File: config.mk
export PLATFORM = sky130hd
export DESIGN_NAME = obbg_border_blink
export DESIGN_NICKNAME = d
export VERILOG_FILES = /design/src/rtl/obbg_border_blink.v
export VERILOG_INCLUDE_DIRS = /design/src /design/src/rtl
export SDC_FILE = /design/constraint.sdc
export NUM_CORES = 1
export LEC_CHECK = 0
export ABC_AREA = 1
export BUFFER_PORTS_ARGS = -buffer_cell sky130_fd_sc_hd__buf_2
export CAP_MARGIN = 0
export CORE_MARGIN = 4
export CORE_UTILIZATION = 42
export DETAILED_ROUTE_END_ITERATION = 7
export PLACE_DENSITY = 0.83
export SYNTH_ARGS = -nofsm -noshare
export SYNTH_HDL_FRONTEND = slang
export SYNTH_SLANG_ARGS = --single-unit
File: constraint.sdc
create_clock -name sys_clk -period 2.5 [get_ports sys_clk]
set_clock_uncertainty 0.2 [all_clocks]
set_input_delay 0.5 -clock sys_clk [delete_from_list [all_inputs] [get_ports sys_clk]]
set_output_delay 0.5 -clock sys_clk [all_outputs]
set_load 0.005 [all_outputs]
File: src/rtl/obbg_regs.vh
`ifndef OBBG_REGS_VH
`define OBBG_REGS_VH
`define OBBG_CELL_COLS 4'hC
`define OBBG_CELL_ROWS 5'h12
`define OBBG_LINE_CHARS 5'h18
`define OBBG_LAST_COL 4'hB
`define OBBG_LAST_ROW 5'h11
`define OBBG_LAST_CHAR 5'h17
`define OBBG_STYLE_NONE 2'h0
`define OBBG_STYLE_BORDER 2'h1
`define OBBG_STYLE_KNOCKOUT 2'h2
`define OBBG_STYLE_SOLID 2'h3
`define OBBG_RATIO_1_1 2'h0
`define OBBG_RATIO_3_1 2'h1
`define OBBG_RATIO_1_3 2'h2
`define OBBG_RATIO_STEADY 2'h3
`define OBBG_BLINK_CNT_W 5
`endif

File: src/rtl/obbg_border_blink.v
`timescale 1ns/1ps
`include "obbg_regs.vh"
// Function
// - A border dot appears where the dot is clear and one of its eight neighbours is set.
// - No border is drawn above a character dot that sits in the top dot row of its cell.
// - No border is drawn below a character dot that sits in the bottom dot row of its cell.
// - A character's dots in its leftmost column never put a border to their left.
// - Dots in column twelve put a border into the next position unless that position is off.
// - At position twenty-four the right-hand border of column twelve dots is dropped.
// - Each character position blinks only when its own blink enable is set.
// - A border dot lying in another character's area never blinks.
// - The blink enable and colour of the character under the dot travel with that dot.
// - The background style and colour select border drawing and give its colour.
// - The blink ratio times the on and off phases of blinking characters.
module obbg_border_blink (
  input wire sys_clk,
  input wire reset_n,
  input wire dot_valid,
  input wire frame_start,
  input wire [8:0] dot_window,
  input wire [3:0] dot_col,
  input wire [4:0] dot_row,
  input wire [4:0] char_col,
  input wire char_on,
  input wire char_blink,
  input wire char_red,
  input wire char_green,
  input wire char_blue,
  input wire background_style_hi,
  input wire background_style_lo,
  input wire background_red,
  input wire background_green,
  input wire background_blue,
  input wire blink_ratio_hi,
  input wire blink_ratio_lo,
  output reg char_dot,
  output reg border_dot,
  output reg [2:0] char_rgb,
  output reg [2:0] border_rgb,
  output reg dot_out_valid
);
  // Window layout: bits 8..6 row above (left, mid, right), 5..3 this row, 2..0 row below.
  // The caller presents neighbour windows across cell and line edges; no line store is kept here.
  reg [`OBBG_BLINK_CNT_W-1:0] blink_cnt;
  reg [`OBBG_BLINK_CNT_W-1:0] next_blink_cnt;
  reg blink_on;
  reg border_style;
  reg use_above;
  reg use_below;
  reg use_left;
  reg use_right;
  reg [2:0] row_above;
  reg [2:0] row_here;
  reg [2:0] row_below;
  reg own_above;
  reg own_here;
  reg own_below;
  reg own_hit;
  reg left_hit;
  reg border_raw;
  reg from_left;
  reg char_visible;
  reg border_visible;
  reg next_char_dot;
  reg next_border_dot;
  reg [2:0] next_char_rgb;
  reg [2:0] next_border_rgb;
  reg next_dot_out_valid;
  wire [1:0] style;
  wire [1:0] ratio;
  wire [2:0] char_colour;
  wire [2:0] back_colour;

  assign style = {background_style_hi, background_style_lo};
  assign ratio = {blink_ratio_hi, blink_ratio_lo};
  assign char_colour = {char_red, char_green, char_blue};
  assign back_colour = {background_red, background_green, background_blue};

  always @* begin
    case (style)
      `OBBG_STYLE_NONE: border_style = 1'b0;
      `OBBG_STYLE_BORDER: border_style = 1'b1;
      `OBBG_STYLE_KNOCKOUT: border_style = 1'b0;
      `OBBG_STYLE_SOLID: border_style = 1'b0;
      default: border_style = 1'b0;
    endcase
  end

  always @* begin
    // A dot in the top row must not reach up into the line above, and vice versa.
    use_above = (dot_row != 5'h00);
    use_below = (dot_row != `OBBG_LAST_ROW);
    // Left neighbours in column 0 are column twelve of the previous character.
    use_left = 1'b1;
    if (dot_col == 4'h0) begin
      use_left = char_on;
      if (char_col == 5'h00) begin
        use_left = 1'b0;
      end
    end
    // Right neighbours in the last column are column 0 of the next character.
    use_right = (dot_col != `OBBG_LAST_COL);
  end

  always @* begin
    row_above = dot_window[8:6];
    row_here = dot_window[5:3];
    row_below = dot_window[2:0];
    if (!use_above) begin
      row_above = 3'h0;
    end
    if (!use_below) begin
      row_below = 3'h0;
    end
    if (!use_left) begin
      row_above[2] = 1'b0;
      row_here[2] = 1'b0;
      row_below[2] = 1'b0;
    end
    if (!use_right) begin
      row_above[0] = 1'b0;
      row_here[0] = 1'b0;
      row_below[0] = 1'b0;
    end
  end

  always @* begin
    own_above = row_above[1] || row_above[0];
    own_here = row_here[0];
    own_below = row_below[1] || row_below[0];
    own_hit = own_above || own_here || own_below;
    left_hit = row_above[2] || row_here[2] || row_below[2];
    border_raw = 1'b0;
    if (border_style && !dot_window[4]) begin
      border_raw = own_hit || left_hit;
    end
    // A border owed only to the previous character lies outside that character's area.
    from_left = (dot_col == 4'h0) && !own_hit;
  end

  always @* begin
    case (ratio)
      `OBBG_RATIO_1_1: blink_on = !blink_cnt[4];
      `OBBG_RATIO_3_1: blink_on = (blink_cnt[4:3] != 2'h3);
      `OBBG_RATIO_1_3: blink_on = (blink_cnt[4:3] == 2'h0);
      `OBBG_RATIO_STEADY: blink_on = 1'b1;
      default: blink_on = 1'b1;
    endcase
  end

  always @* begin
    next_blink_cnt = blink_cnt;
    if (frame_start) begin
      next_blink_cnt = blink_cnt + 5'h01;
    end
  end

  // Blanking hides the whole character and any border it owns, so blinking stays legible.
  always @* begin
    char_visible = !char_blink || blink_on;
    border_visible = from_left || !char_blink || blink_on;
  end

  always @* begin
    next_dot_out_valid = dot_valid;
    next_char_dot = 1'b0;
    next_border_dot = 1'b0;
    if (dot_valid) begin
      next_char_dot = char_on && dot_window[4] && char_visible;
      next_border_dot = border_raw && border_visible;
    end
    next_char_rgb = char_colour;
    next_border_rgb = back_colour;
  end

  // Every output is registered, so a dot's result shows one clock after it is presented.
  always @(posedge sys_clk or negedge reset_n) begin
    if (!reset_n) begin
      blink_cnt <= {`OBBG_BLINK_CNT_W{1'b0}};
    end else begin
      blink_cnt <= next_blink_cnt;
    end
  end

  always @(posedge sys_clk or negedge reset_n) begin
    if (!reset_n) begin
      dot_out_valid <= 1'b0;
    end else begin
      dot_out_valid <= next_dot_out_valid;
    end
  end

  always @(posedge sys_clk or negedge reset_n) begin
    if (!reset_n) begin
      char_dot <= 1'b0;
    end else begin
      char_dot <= next_char_dot;
    end
  end

  always @(posedge sys_clk or negedge reset_n) begin
    if (!reset_n) begin
      border_dot <= 1'b0;
    end else begin
      border_dot <= next_border_dot;
    end
  end

  always @(posedge sys_clk or negedge reset_n) begin
    if (!reset_n) begin
      char_rgb <= 3'h0;
    end else begin
      char_rgb <= next_char_rgb;
    end
  end

  always @(posedge sys_clk or negedge reset_n) begin
    if (!reset_n) begin
      border_rgb <= 3'h0;
    end else begin
      border_rgb <= next_border_rgb;
    end
  end
endmodule // obbg_border_blink

==> results.md, run 1 <==
- Max Root-Sink Buffers: 2
- Die height: roughly 48 µm
- Cell count after synthesis: 75
- GRT Overall Usage: 0.1365
- ANT cells: 0
- #FFs+latches synth: 14
- CP required: 1800 ps
- Via count: ~680
- Crit-path max cell delay: about 370 ps
- Final Hold Fails: 0
- Largest net degree at the start of global routing: 15
- Clock buffers created by TritonCTS: 3
- PD cells: between 600 and 700 mW/mm²
- CP Depth: 1
- P_leak: around 0.54 nW
- First-pass GRT wire length: 2173 µm
- Worst Reg-to-Reg Cells: 2
- Outcome: finished, final reports clean
- Mean post-synth cell area: around 9 µm²
- Nets: between 150 and 200
- Period utilization: 0.5829
- Synth warnings: 0
- Detail Route Antenna Nets: 0
- Grt total ovfl: 0
- CTS H-Tree Depth: 1
- Mapped Area: between 600 and 700 µm²
- Routed len/inst: just under 10 µm
- DR vias/cell: around 4.8
- Vias in the first global route: 594
- Seq. cell area: between 300 and 400 µm²
- Share of layout cells above drive strength 1: 0.4683
- Max Cap Viol: 0
- Worst-Skew Late Latency: between 200 and 300 ps
- Die area: 0.002293 mm²
- HPWL reported at the end of detailed placement: 1244 µm
- Synth unique cells: 18
- IO Count: 48
- Total Wirelength: between 1000 and 1500 µm
- Area of the multi-input gates: around 280 µm²
- Layout area overhead: 43.07%
- Worst hold path class: input port to flip-flop
- Worst VDD drop: about 0.24 mV
- Crit Path Category: flip-flop to output pin
- Number of iterations in the first detailed-routing pass: 3
- FILL cells: about 140
- Initial antenna violation count: 0
- Post CTS Setup Buffer Count: 0
- Crit path capture type: output pin
- Crit-path leading delay family: flip-flops
- GPL Wtd Cong: ~0.72
- Final min period: between 1000 and 1500 ps
- CTS tree: built
- Hold path cells: 1
- Initial core utilization: 0.4435
- Crit path max fanout: 1
- PortBufs: 47
- CP cell instances: buf_2
- Die width: between 40 and 50 µm
- Rel. slew slack: 0.8033
- Setup TNS Final: 0 ps
- # DRC: 0
- Hold WS: between 100 and 150 ps
- Register area share after synthesis: 0.5243
- Crit path DAT: between 700 and 800 ps
- PostCTS Resize Cnt: 0
- Final setup fails: 0
- RSZ-0062 raised after global routing: no
- Clock root buffer: clkbuf_4
- Max Slew Vio Count: 0
- Fmax: between 0.6 and 0.7 GHz
- Sink Count: 14
- Slowest cell on crit path: dfrtp_1
- Clk slew on worst S/H paths: ~70 ps
- Num rows: 14
- Initial DRC count: 3
- Synthesized Nets: around 120
- Startpoint types: flip-flop
- Core box area: approximately 0.0015 mm²
- Bufs and invs on worst path: 1
- Worst slew pin tran: between 200 and 300 ps
-- per-layer routing --
| metal | global-route usage | wire [µm] | vias to the layer above | part of all wire |
|---|---|---|---|---|
| met5 | 0 | 0 | - | 0 |
| met4 | 0.09677 | 29 | 0 | 0.021 |
| met3 | 0.01128 | 212 | 4 | 0.15 |
| met2 | 0.2586 | 681 | 40 | 0.49 |
| met1 | 0.1364 | 477 | 295 | 0.34 |
| li1 | - | - | 337 | - |
-- timing repair --
action | CTS | global route
hold endpoints to repair | 14 | 0
setup endpoints to repair | 0 | 0
hold buffers | 1 | 0
-- kinds of logic after synthesis --
group	synth area share
simple gates	0.3015
flops	0.5244
mux	0.01685
buf+inv	0.05617
fa+ha+maj	0.01872
xor+xnor	0.05243
compound gates	0.02995
-- placed cells by master (no fill, tap or decap), drive strengths merged --
master | synthesis | final
mux2 | 1 | 1
clkbuf | 0 | 3
nand2 | 19 | 19
o21ai | 2 | 2
dlygate4sd3 | 0 | 1
buf | 0 | 47
nor2 | 14 | 14
xor2 | 4 | 4
dfrtp | 14 | 14
ha | 1 | 1
nand4 | 3 | 3
and3 | 1 | 1
a21oi | 2 | 2
inv | 10 | 10
nand3 | 4 | 4
-- cell type report --
| type | instances | share of cell area |
|---|---|---|
| Clock buffer | 3 | 0.02356 |
| Inverter | 10 | 0.03927 |
| Multi-Input combinational cell | 51 | 0.2932 |
| Sequential cell | 14 | 0.3665 |
| Tap cell | 16 | 0.02094 |
| Timing Repair Buffer | 48 | 0.2565 |
-- cell usage after synthesis, drive strengths merged --
cell type	number	area, µm²
nand2	19	73.82
dfrtp	14	350.3
nor2	14	62.56
inv	10	37.53
nand3	4	25.02
xor2	4	35.03
nand4	3	33.78
a21oi	2	10.01
o21ai	2	10.00
and3	1	6.260
ha	1	12.51
mux2	1	11.26
-- path summary, 6_finish.rpt --
kind / to / slack [ps] / startpoint
worst max-delay path: border_dot / 1040 / border_dot
worst min-delay path: char_rgb[2] / 130 / char_red
worst max register to register: blink_cnt[1] / 1220 / blink_cnt[0]
worst min register to register: blink_cnt[0] / 320 / blink_cnt[0]
max in group asynchronous: char_dot / 1430 / reset_n
min in group asynchronous: char_rgb[2] / 440 / reset_n
-- report_power, final --
group / switching [W] / internal [W] / leakage [nW] / total (W)
logic: 0.0000754 / 0.0000815 / 0.363 / 0.000157
registers: 0.0000395 / 0.000277 / 0.167 / 0.000316
clock network: 0.0000612 / 0.0000557 / 0.0138 / 0.000117
-- flip-flops by register name, indices dropped and copies added (netlist names) --
register,cells
blink_cnt,5
border_rgb,3
char_rgb,3
border_dot,1
char_dot,1
dot_out_valid,1
-- stage by stage --
stage	total power, W	setup slack (ps)	util	cells	instance area (µm²)
after floorplan	0.0004095	1086	-	75	668.1
after global placement	0.0004677	938.6	0.6130	138	923.4
after detailed placement	0.0004782	915.0	0.6130	138	923.4
after CTS	0.0006004	1024	0.6346	142	955.9
after global routing	0.0006377	995.1	0.6346	142	955.9
final	0.0005899	1043	0.6346	142	955.9
Note: power is estimated with default switching activity, not from simulation.
==> inputs of run 2 (changes only) <==
- CORE_UTILIZATION: 42 -> 39
- PLACE_DENSITY: 0.83 -> 0.78
- clock period: 2.5 -> 1.5 ns (I/O delays scaled with it)
==> run 2 against run 1 <==
  * Sequential share of layout area fell by 3.0 points
  * Sequential power grew 66%
  * Largest power group unchanged
  * Register-to-register slack got worse by 1000 ps
  * Clock-buffer cell count grew 1
  * Worst setup slack worse by 820 ps
  * Highest routed layer unchanged
  * Final cell count is 5.6% higher
  * Power grew 80%
  * Final area increased by 8.8%
  * Utilization grew 3.2 points
  * Combinational power rose by 77%
  * Critical path type is now flip-flop to flip-flop
  * Hold slack got worse by 74 ps
==> results.md, run 2 (synthesized netlist as in run 1, its figures left out) <==
- Detail Route Antenna Nets: 0 (unchanged)
- Max reg flops: 5 (unchanged)
- Total Wirelength: 1477 µm (+5.3%)
- Most flop-heavy register: blink_cnt
- Routed len/inst: 9.847 µm (-0.27%)
- Crit path capture type: flip-flop
- PD cells: 1024 mW/mm² (+66%)
- CTS H-Tree Depth: 1 (unchanged)
- Total chip power: 0.001064 W (+80%)
- # DRC: 0 (unchanged)
- Crit path max fanout: 3 (+2)
- Hold path cells: 2 (+1)
- Clock root buffer: clkbuf_4
- ANT cells: 0 (unchanged)
- Outcome: finished, final reports clean
- GRT Overall Usage: 0.1309 (-0.005654)
- Final setup fails: 0 (unchanged)
- Max Root-Sink Buffers: 2 (unchanged)
- Worst slew pin tran: 284.2 ps (-10.94 ps)
- Sink Count: 14 (unchanged)
- Die width: 49.39 µm (+3.1%)
- Worst VDD drop: 0.4114 mV (+75%)
- Setup TNS Final: 0 ps (unchanged)
- Crit path DAT: 1250 ps (+490 ps)
- FILL cells: 130 (-4.4%)
- CP required: 1470 ps (-330 ps)
- Grt total ovfl: 0 (unchanged)
- Initial antenna violation count: 0 (unchanged)
- Biggest regs: blink_cnt (5), border_rgb (3), char_rgb (3)
- Layout area overhead: 55.62%
- PortBufs: 47 (unchanged)
- Commonest non-fill, non-tap cell in the layout: buf_2
- Num rows: 14 (unchanged)
- Worst Reg-to-Reg Cells: 2 (unchanged)
- IO Count: 48 (unchanged)
- Nets: 175 (+4.2%)
- Die area: 0.002439 mm² (+6.4%)
- Initial core utilization: 0.4286 (-0.01495)
- Max Cap Viol: 0 (unchanged)
- Clock buffers created by TritonCTS: 3 (unchanged)
- Fmax: roughly 0.78 GHz
- Final Hold Fails: 0 (unchanged)
- Worst hold path class: input port to flip-flop
- Crit Path Category: flip-flop to flip-flop
- Vias in the first global route: 652 (+9.8%)
- RSZ-0062 raised after global routing: no
- Die height: 49.39 µm (+3.1%)
- P_leak: 0.5807 nW (+6.7%)
- Startpoint types: flip-flop
- Rel. slew slack: 0.8105 (+0.007292)
- Worst-Skew Late Latency: 280 ps (about the same)
- GPL Wtd Cong: 0.7429 (+2.5%)
- Share of layout cells above drive strength 1: 0.4478 (-0.02049)
- Number of iterations in the first detailed-routing pass: 2 (-1)
- Post CTS Setup Buffer Count: 0 (unchanged)
- Via count: 670 (-0.89%)
- Final min period: approximately 1300 ps
- DR vias/cell: 4.467 (-6.2%)
- CTS tree: built
- Core box area: 0.001559 mm² (+3.5%)
- Clk slew on worst S/H paths: 80 ps (about the same)
- HPWL reported at the end of detailed placement: 1207 µm (-3.0%)
- Largest net degree at the start of global routing: 15 (unchanged)
- Max Slew Vio Count: 0 (unchanged)
- Initial DRC count: 2 (-1)
- Hold WS: 59.98 ps (-74.14 ps)
- Period utilization: 0.8544
- Most frequent cells in the layout: buf_2, nand2_1, dfrtp_1
- First-pass GRT wire length: 2477 µm (+14%)
## run 2: where the power goes
group	internal, W	switching, W
sequential	0.000461	0.0000632
clock	0.000148	0.000115
combinational	0.000148	0.000130
total	0.000756	0.000308
## run 2: final cells by class
| class | count | area, µm² | share of cell area |
|---|---|---|---|
| flip-flops and latches | 14 | 350.3 | 0.3369 |
| repair buffers | 55 | 315.3 | 0.3032 |
| multi-input cells | 51 | 280.3 | 0.2696 |
| inverters | 10 | 37.54 | 0.03610 |
| clock buffers | 4 | 36.28 | 0.03490 |
| well taps | 16 | 20.02 | 0.01925 |
## run 2: worst max-delay path, stage by stage (launching register included)
cell and delay (ps):
dfrtp_1 420, ha_1 300, mux2_2 260
## run 2: stage by stage
step	setup slack, ps	instance area, µm²	cells	util
final	218.4	1040	150	0.6669
after global placement	139.7	923.4	138	0.5923
after floorplan	267.2	668.1	75	-
after CTS	215.0	1040	150	0.6669
after global routing	140.4	1040	150	0.6669
after detailed placement	113.0	923.4	138	0.5923
## run 2: metal layers
metal | routed length (µm) | global-route usage | vias up
li1 | - | - | 352
met1 | 546 | 0.1393 | 274
met2 | 715 | 0.2344 | 40
met3 | 198 | 0.04281 | 4
met4 | 17 | 0.05530 | 0
met5 | 0 | 0 | -
## run 2: worst paths after layout
path	start	to	slack [ps]
min in group asynchronous	reset_n	blink_cnt[2]	220
hold / removal	frame_start	blink_cnt[0]	60
max in group asynchronous	reset_n	border_rgb[2]	660
hold reg to reg	blink_cnt[0]	blink_cnt[0]	320
setup / recovery	blink_cnt[0]	blink_cnt[1]	220
setup reg to reg	blink_cnt[0]	blink_cnt[1]	220
## run 2: timing repair
action	in CTS	in global routing
gates resized for setup	0	0
endpoints found under the hold margin	21	0
hold buffers	8	0
==> inputs of run 3 (changes only) <==
==> constraint.sdc (replaced) <==
create_clock -name sys_clk -period 1.5 [get_ports sys_clk]
set_clock_uncertainty 0.2 [all_clocks]
set_input_delay 0 -clock sys_clk [delete_from_list [all_inputs] [get_ports sys_clk]]
set_output_delay 0 -clock sys_clk [all_outputs]
set_load 0.005 [all_outputs]
==> run 3 against run 2 <==
  * Combinational power is 14% higher
  * Clock power is 24% lower
  * Sequential share of layout area is 4.6 points lower
  * Sequential power hardly changed
  * Global-route usage is 3.3 points higher
  * Non-clock buffer count is 17 higher
  * Maximum frequency is 6.0% lower
  * Worst setup slack worse by 82 ps
  * Via count is 11% higher
  * Highest routed layer unchanged
==> results.md, run 3 (synthesized netlist as in run 1, its figures left out) <==
- Outcome: finished, final reports clean
- Crit-path leading delay family: buffers and inverters
- Setup TNS Final: 0 ps (unchanged)
- Initial DRC count: 4 (+2)
- Period utilization: 0.9092 (+0.05481)
- DR vias/cell: 4.488 (+0.48%)
- Clock root buffer: clkbuf_4
- Worst hold path class: input port to flip-flop
- Total chip power: 0.001035 W (-2.7%)
- Clk slew on worst S/H paths: 70 ps (about the same)
- CTS H-Tree Depth: 1 (unchanged)
- Final Hold Fails: 0 (unchanged)
- Slowest cell on crit path: dlygate4sd3_1
- Share of layout cells above drive strength 1: 0.3933 (-0.05443)
- Num rows: 14 (unchanged)
- Via count: 745 (+11%)
- Die width: 49.39 µm (unchanged)
- Detail Route Antenna Nets: 0 (unchanged)
- Crit-path max cell delay: 550 ps (+130 ps)
- HPWL reported at the end of detailed placement: 1273 µm (+5.5%)
- Worst slew pin tran: 297.1 ps (+12.90 ps)
- RSZ-0062 raised after global routing: no
- Grt total ovfl: 0 (unchanged)
- Rel. slew slack: 0.8019 (-0.008602)
- Total Wirelength: 1797 µm (+22%)
- Clock buffers created by TritonCTS: 3 (unchanged)
- ANT cells: 0 (unchanged)
- Final min period: 1364 ps (+82.22 ps)
- Routed len/inst: 10.83 µm (+9.9%)
- Worst-Skew Late Latency: 270 ps (about the same)
- Initial antenna violation count: 0 (unchanged)
- Final setup fails: 0 (unchanged)
- Setup ws final: 136.2 ps (-82.22 ps)
- Largest net degree at the start of global routing: 15 (unchanged)
- Startpoint types: input port
- Max reg flops: 5 (unchanged)
- Crit path max fanout: 2 (-1)
- Most frequent cells in the layout: buf_2, dlygate4sd3_1, nand2_1
- Most flop-heavy register: blink_cnt
- Crit path DAT: 1370 ps (+120 ps)
- Initial core utilization: 0.4286 (unchanged)
- Vias in the first global route: 741 (+14%)
- Cell repeated most along the worst path: dlygate4sd3_1
- Pre-CTS WS: 226.9 ps (+113.9 ps)
- GRT Overall Usage: 0.1638 (+0.03289)
- Worst VDD drop: 0.4007 mV (-2.6%)
- Max Cap Viol: 0 (unchanged)
- Placed Cells: 138 (unchanged)
- Bufs and invs on worst path: 3 (+3)
- R2R setup slack: 230 ps (about the same)
- Post CTS Setup Buffer Count: 0 (unchanged)
- CP required: 1500 ps (+30 ps)
- GPL Wtd Cong: 0.7755 (+4.4%)
- Biggest regs: blink_cnt (5), border_rgb (3), char_rgb (3)
- Crit Path Category: input port to flip-flop
- # DRC: 0 (unchanged)
- Max Root-Sink Buffers: 2 (unchanged)
- Core box area: 0.001559 mm² (unchanged)
- IO Count: 48 (unchanged)
- Max Slew Vio Count: 0 (unchanged)
- First-pass GRT wire length: 3008 µm (+21%)
- Sink Count: 14 (unchanged)
- Core Util, Final: 0.7721 (+0.1051)
- CTS tree: built
- PD cells: 860.0 mW/mm² (-16%)
- PortBufs: 47 (unchanged)
- Nets: 192 (+9.7%)
- Commonest non-fill, non-tap cell in the layout: buf_2
- Die height: 49.39 µm (unchanged)
- Die area: 0.002439 mm² (unchanged)
- Fmax: 0.7333 GHz (-6.0%)
- Number of iterations in the first detailed-routing pass: 4 (+2)
- Post-Layout Cell Count: 166 (+11%)
- P_leak: 0.6423 nW (+11%)
- CP cell instances: dlygate4sd3_1 -> buf_2 -> nand3_1 -> dlygate4sd3_1 -> nor2_1
- Layout area overhead: 80.15%
- Crit path capture type: flip-flop
- FILL cells: 104 (-20%)
-- run 3: cell count changes in the layout (fill, tap and decap cells not counted) --
cell           previous run  this run
clkbuf_8                  1         0
dlygate4sd3_1             8        26
buf_2                    47        46
nand2_1                  18        17
nand2_2                   1         2
-- run 3: layout make-up --
cell class	instances	area (µm²)	share of cell area
sequential	14	350.3	0.2911
tap	16	20.02	0.01663
timing repair buffer	72	490.5	0.4075
multi-input combinational	51	282.8	0.2349
inverter	10	37.54	0.03119
clock buffer	3	22.52	0.01871
-- run 3: timing repair --
action / 4_1_cts / 5_1_grt
hold buffers: 26 / 1
setup endpoints to repair: 0 / 15
gates resized for setup: 0 / 1
endpoints found under the hold margin: 28 / 14
-- run 3: routing by layer --
metal / track usage / share of wire / up-vias
met5: 0 / 0 / -
met4: 0.1014 / 0.031 / 0
met3: 0.03976 / 0.11 / 6
met2: 0.2946 / 0.47 / 41
met1: 0.1683 / 0.38 / 312
li1: - / - / 386
-- run 3: through the flow --
step	area [µm²]	hold WS, ps
after global placement	923.4	-301.7
after detailed placement	923.4	-293.9
final	1204	15.44
after floorplan	668.1	-495.6
after global routing	1204	67.37
after CTS	1206	15.85
-- run 3: worst reg2reg max path, stage by stage (launching register included) --
cell     delay, ps
dfrtp_1        380
inv_2           60
o21ai_1        130
nand2_1         80
nor2_2         110
inv_1           50
nor2_1         130
nor2_2          40
-- run 3: final timing paths --
check                              start            to  cells after the start
setup / recovery           dot_window[4]      char_dot                      5
hold / removal               char_col[4]    border_dot                      7
setup reg to reg            blink_cnt[3]    border_dot                      7
hold reg to reg             blink_cnt[0]  blink_cnt[0]                      1
max in group asynchronous        reset_n   char_rgb[1]                      3
min in group asynchronous        reset_n  blink_cnt[2]                      3
-- run 3: power breakdown --
group          switching [W]  internal (W)
clock network       0.000105     0.0000929
logic               0.000140      0.000176
registers          0.0000601      0.000461
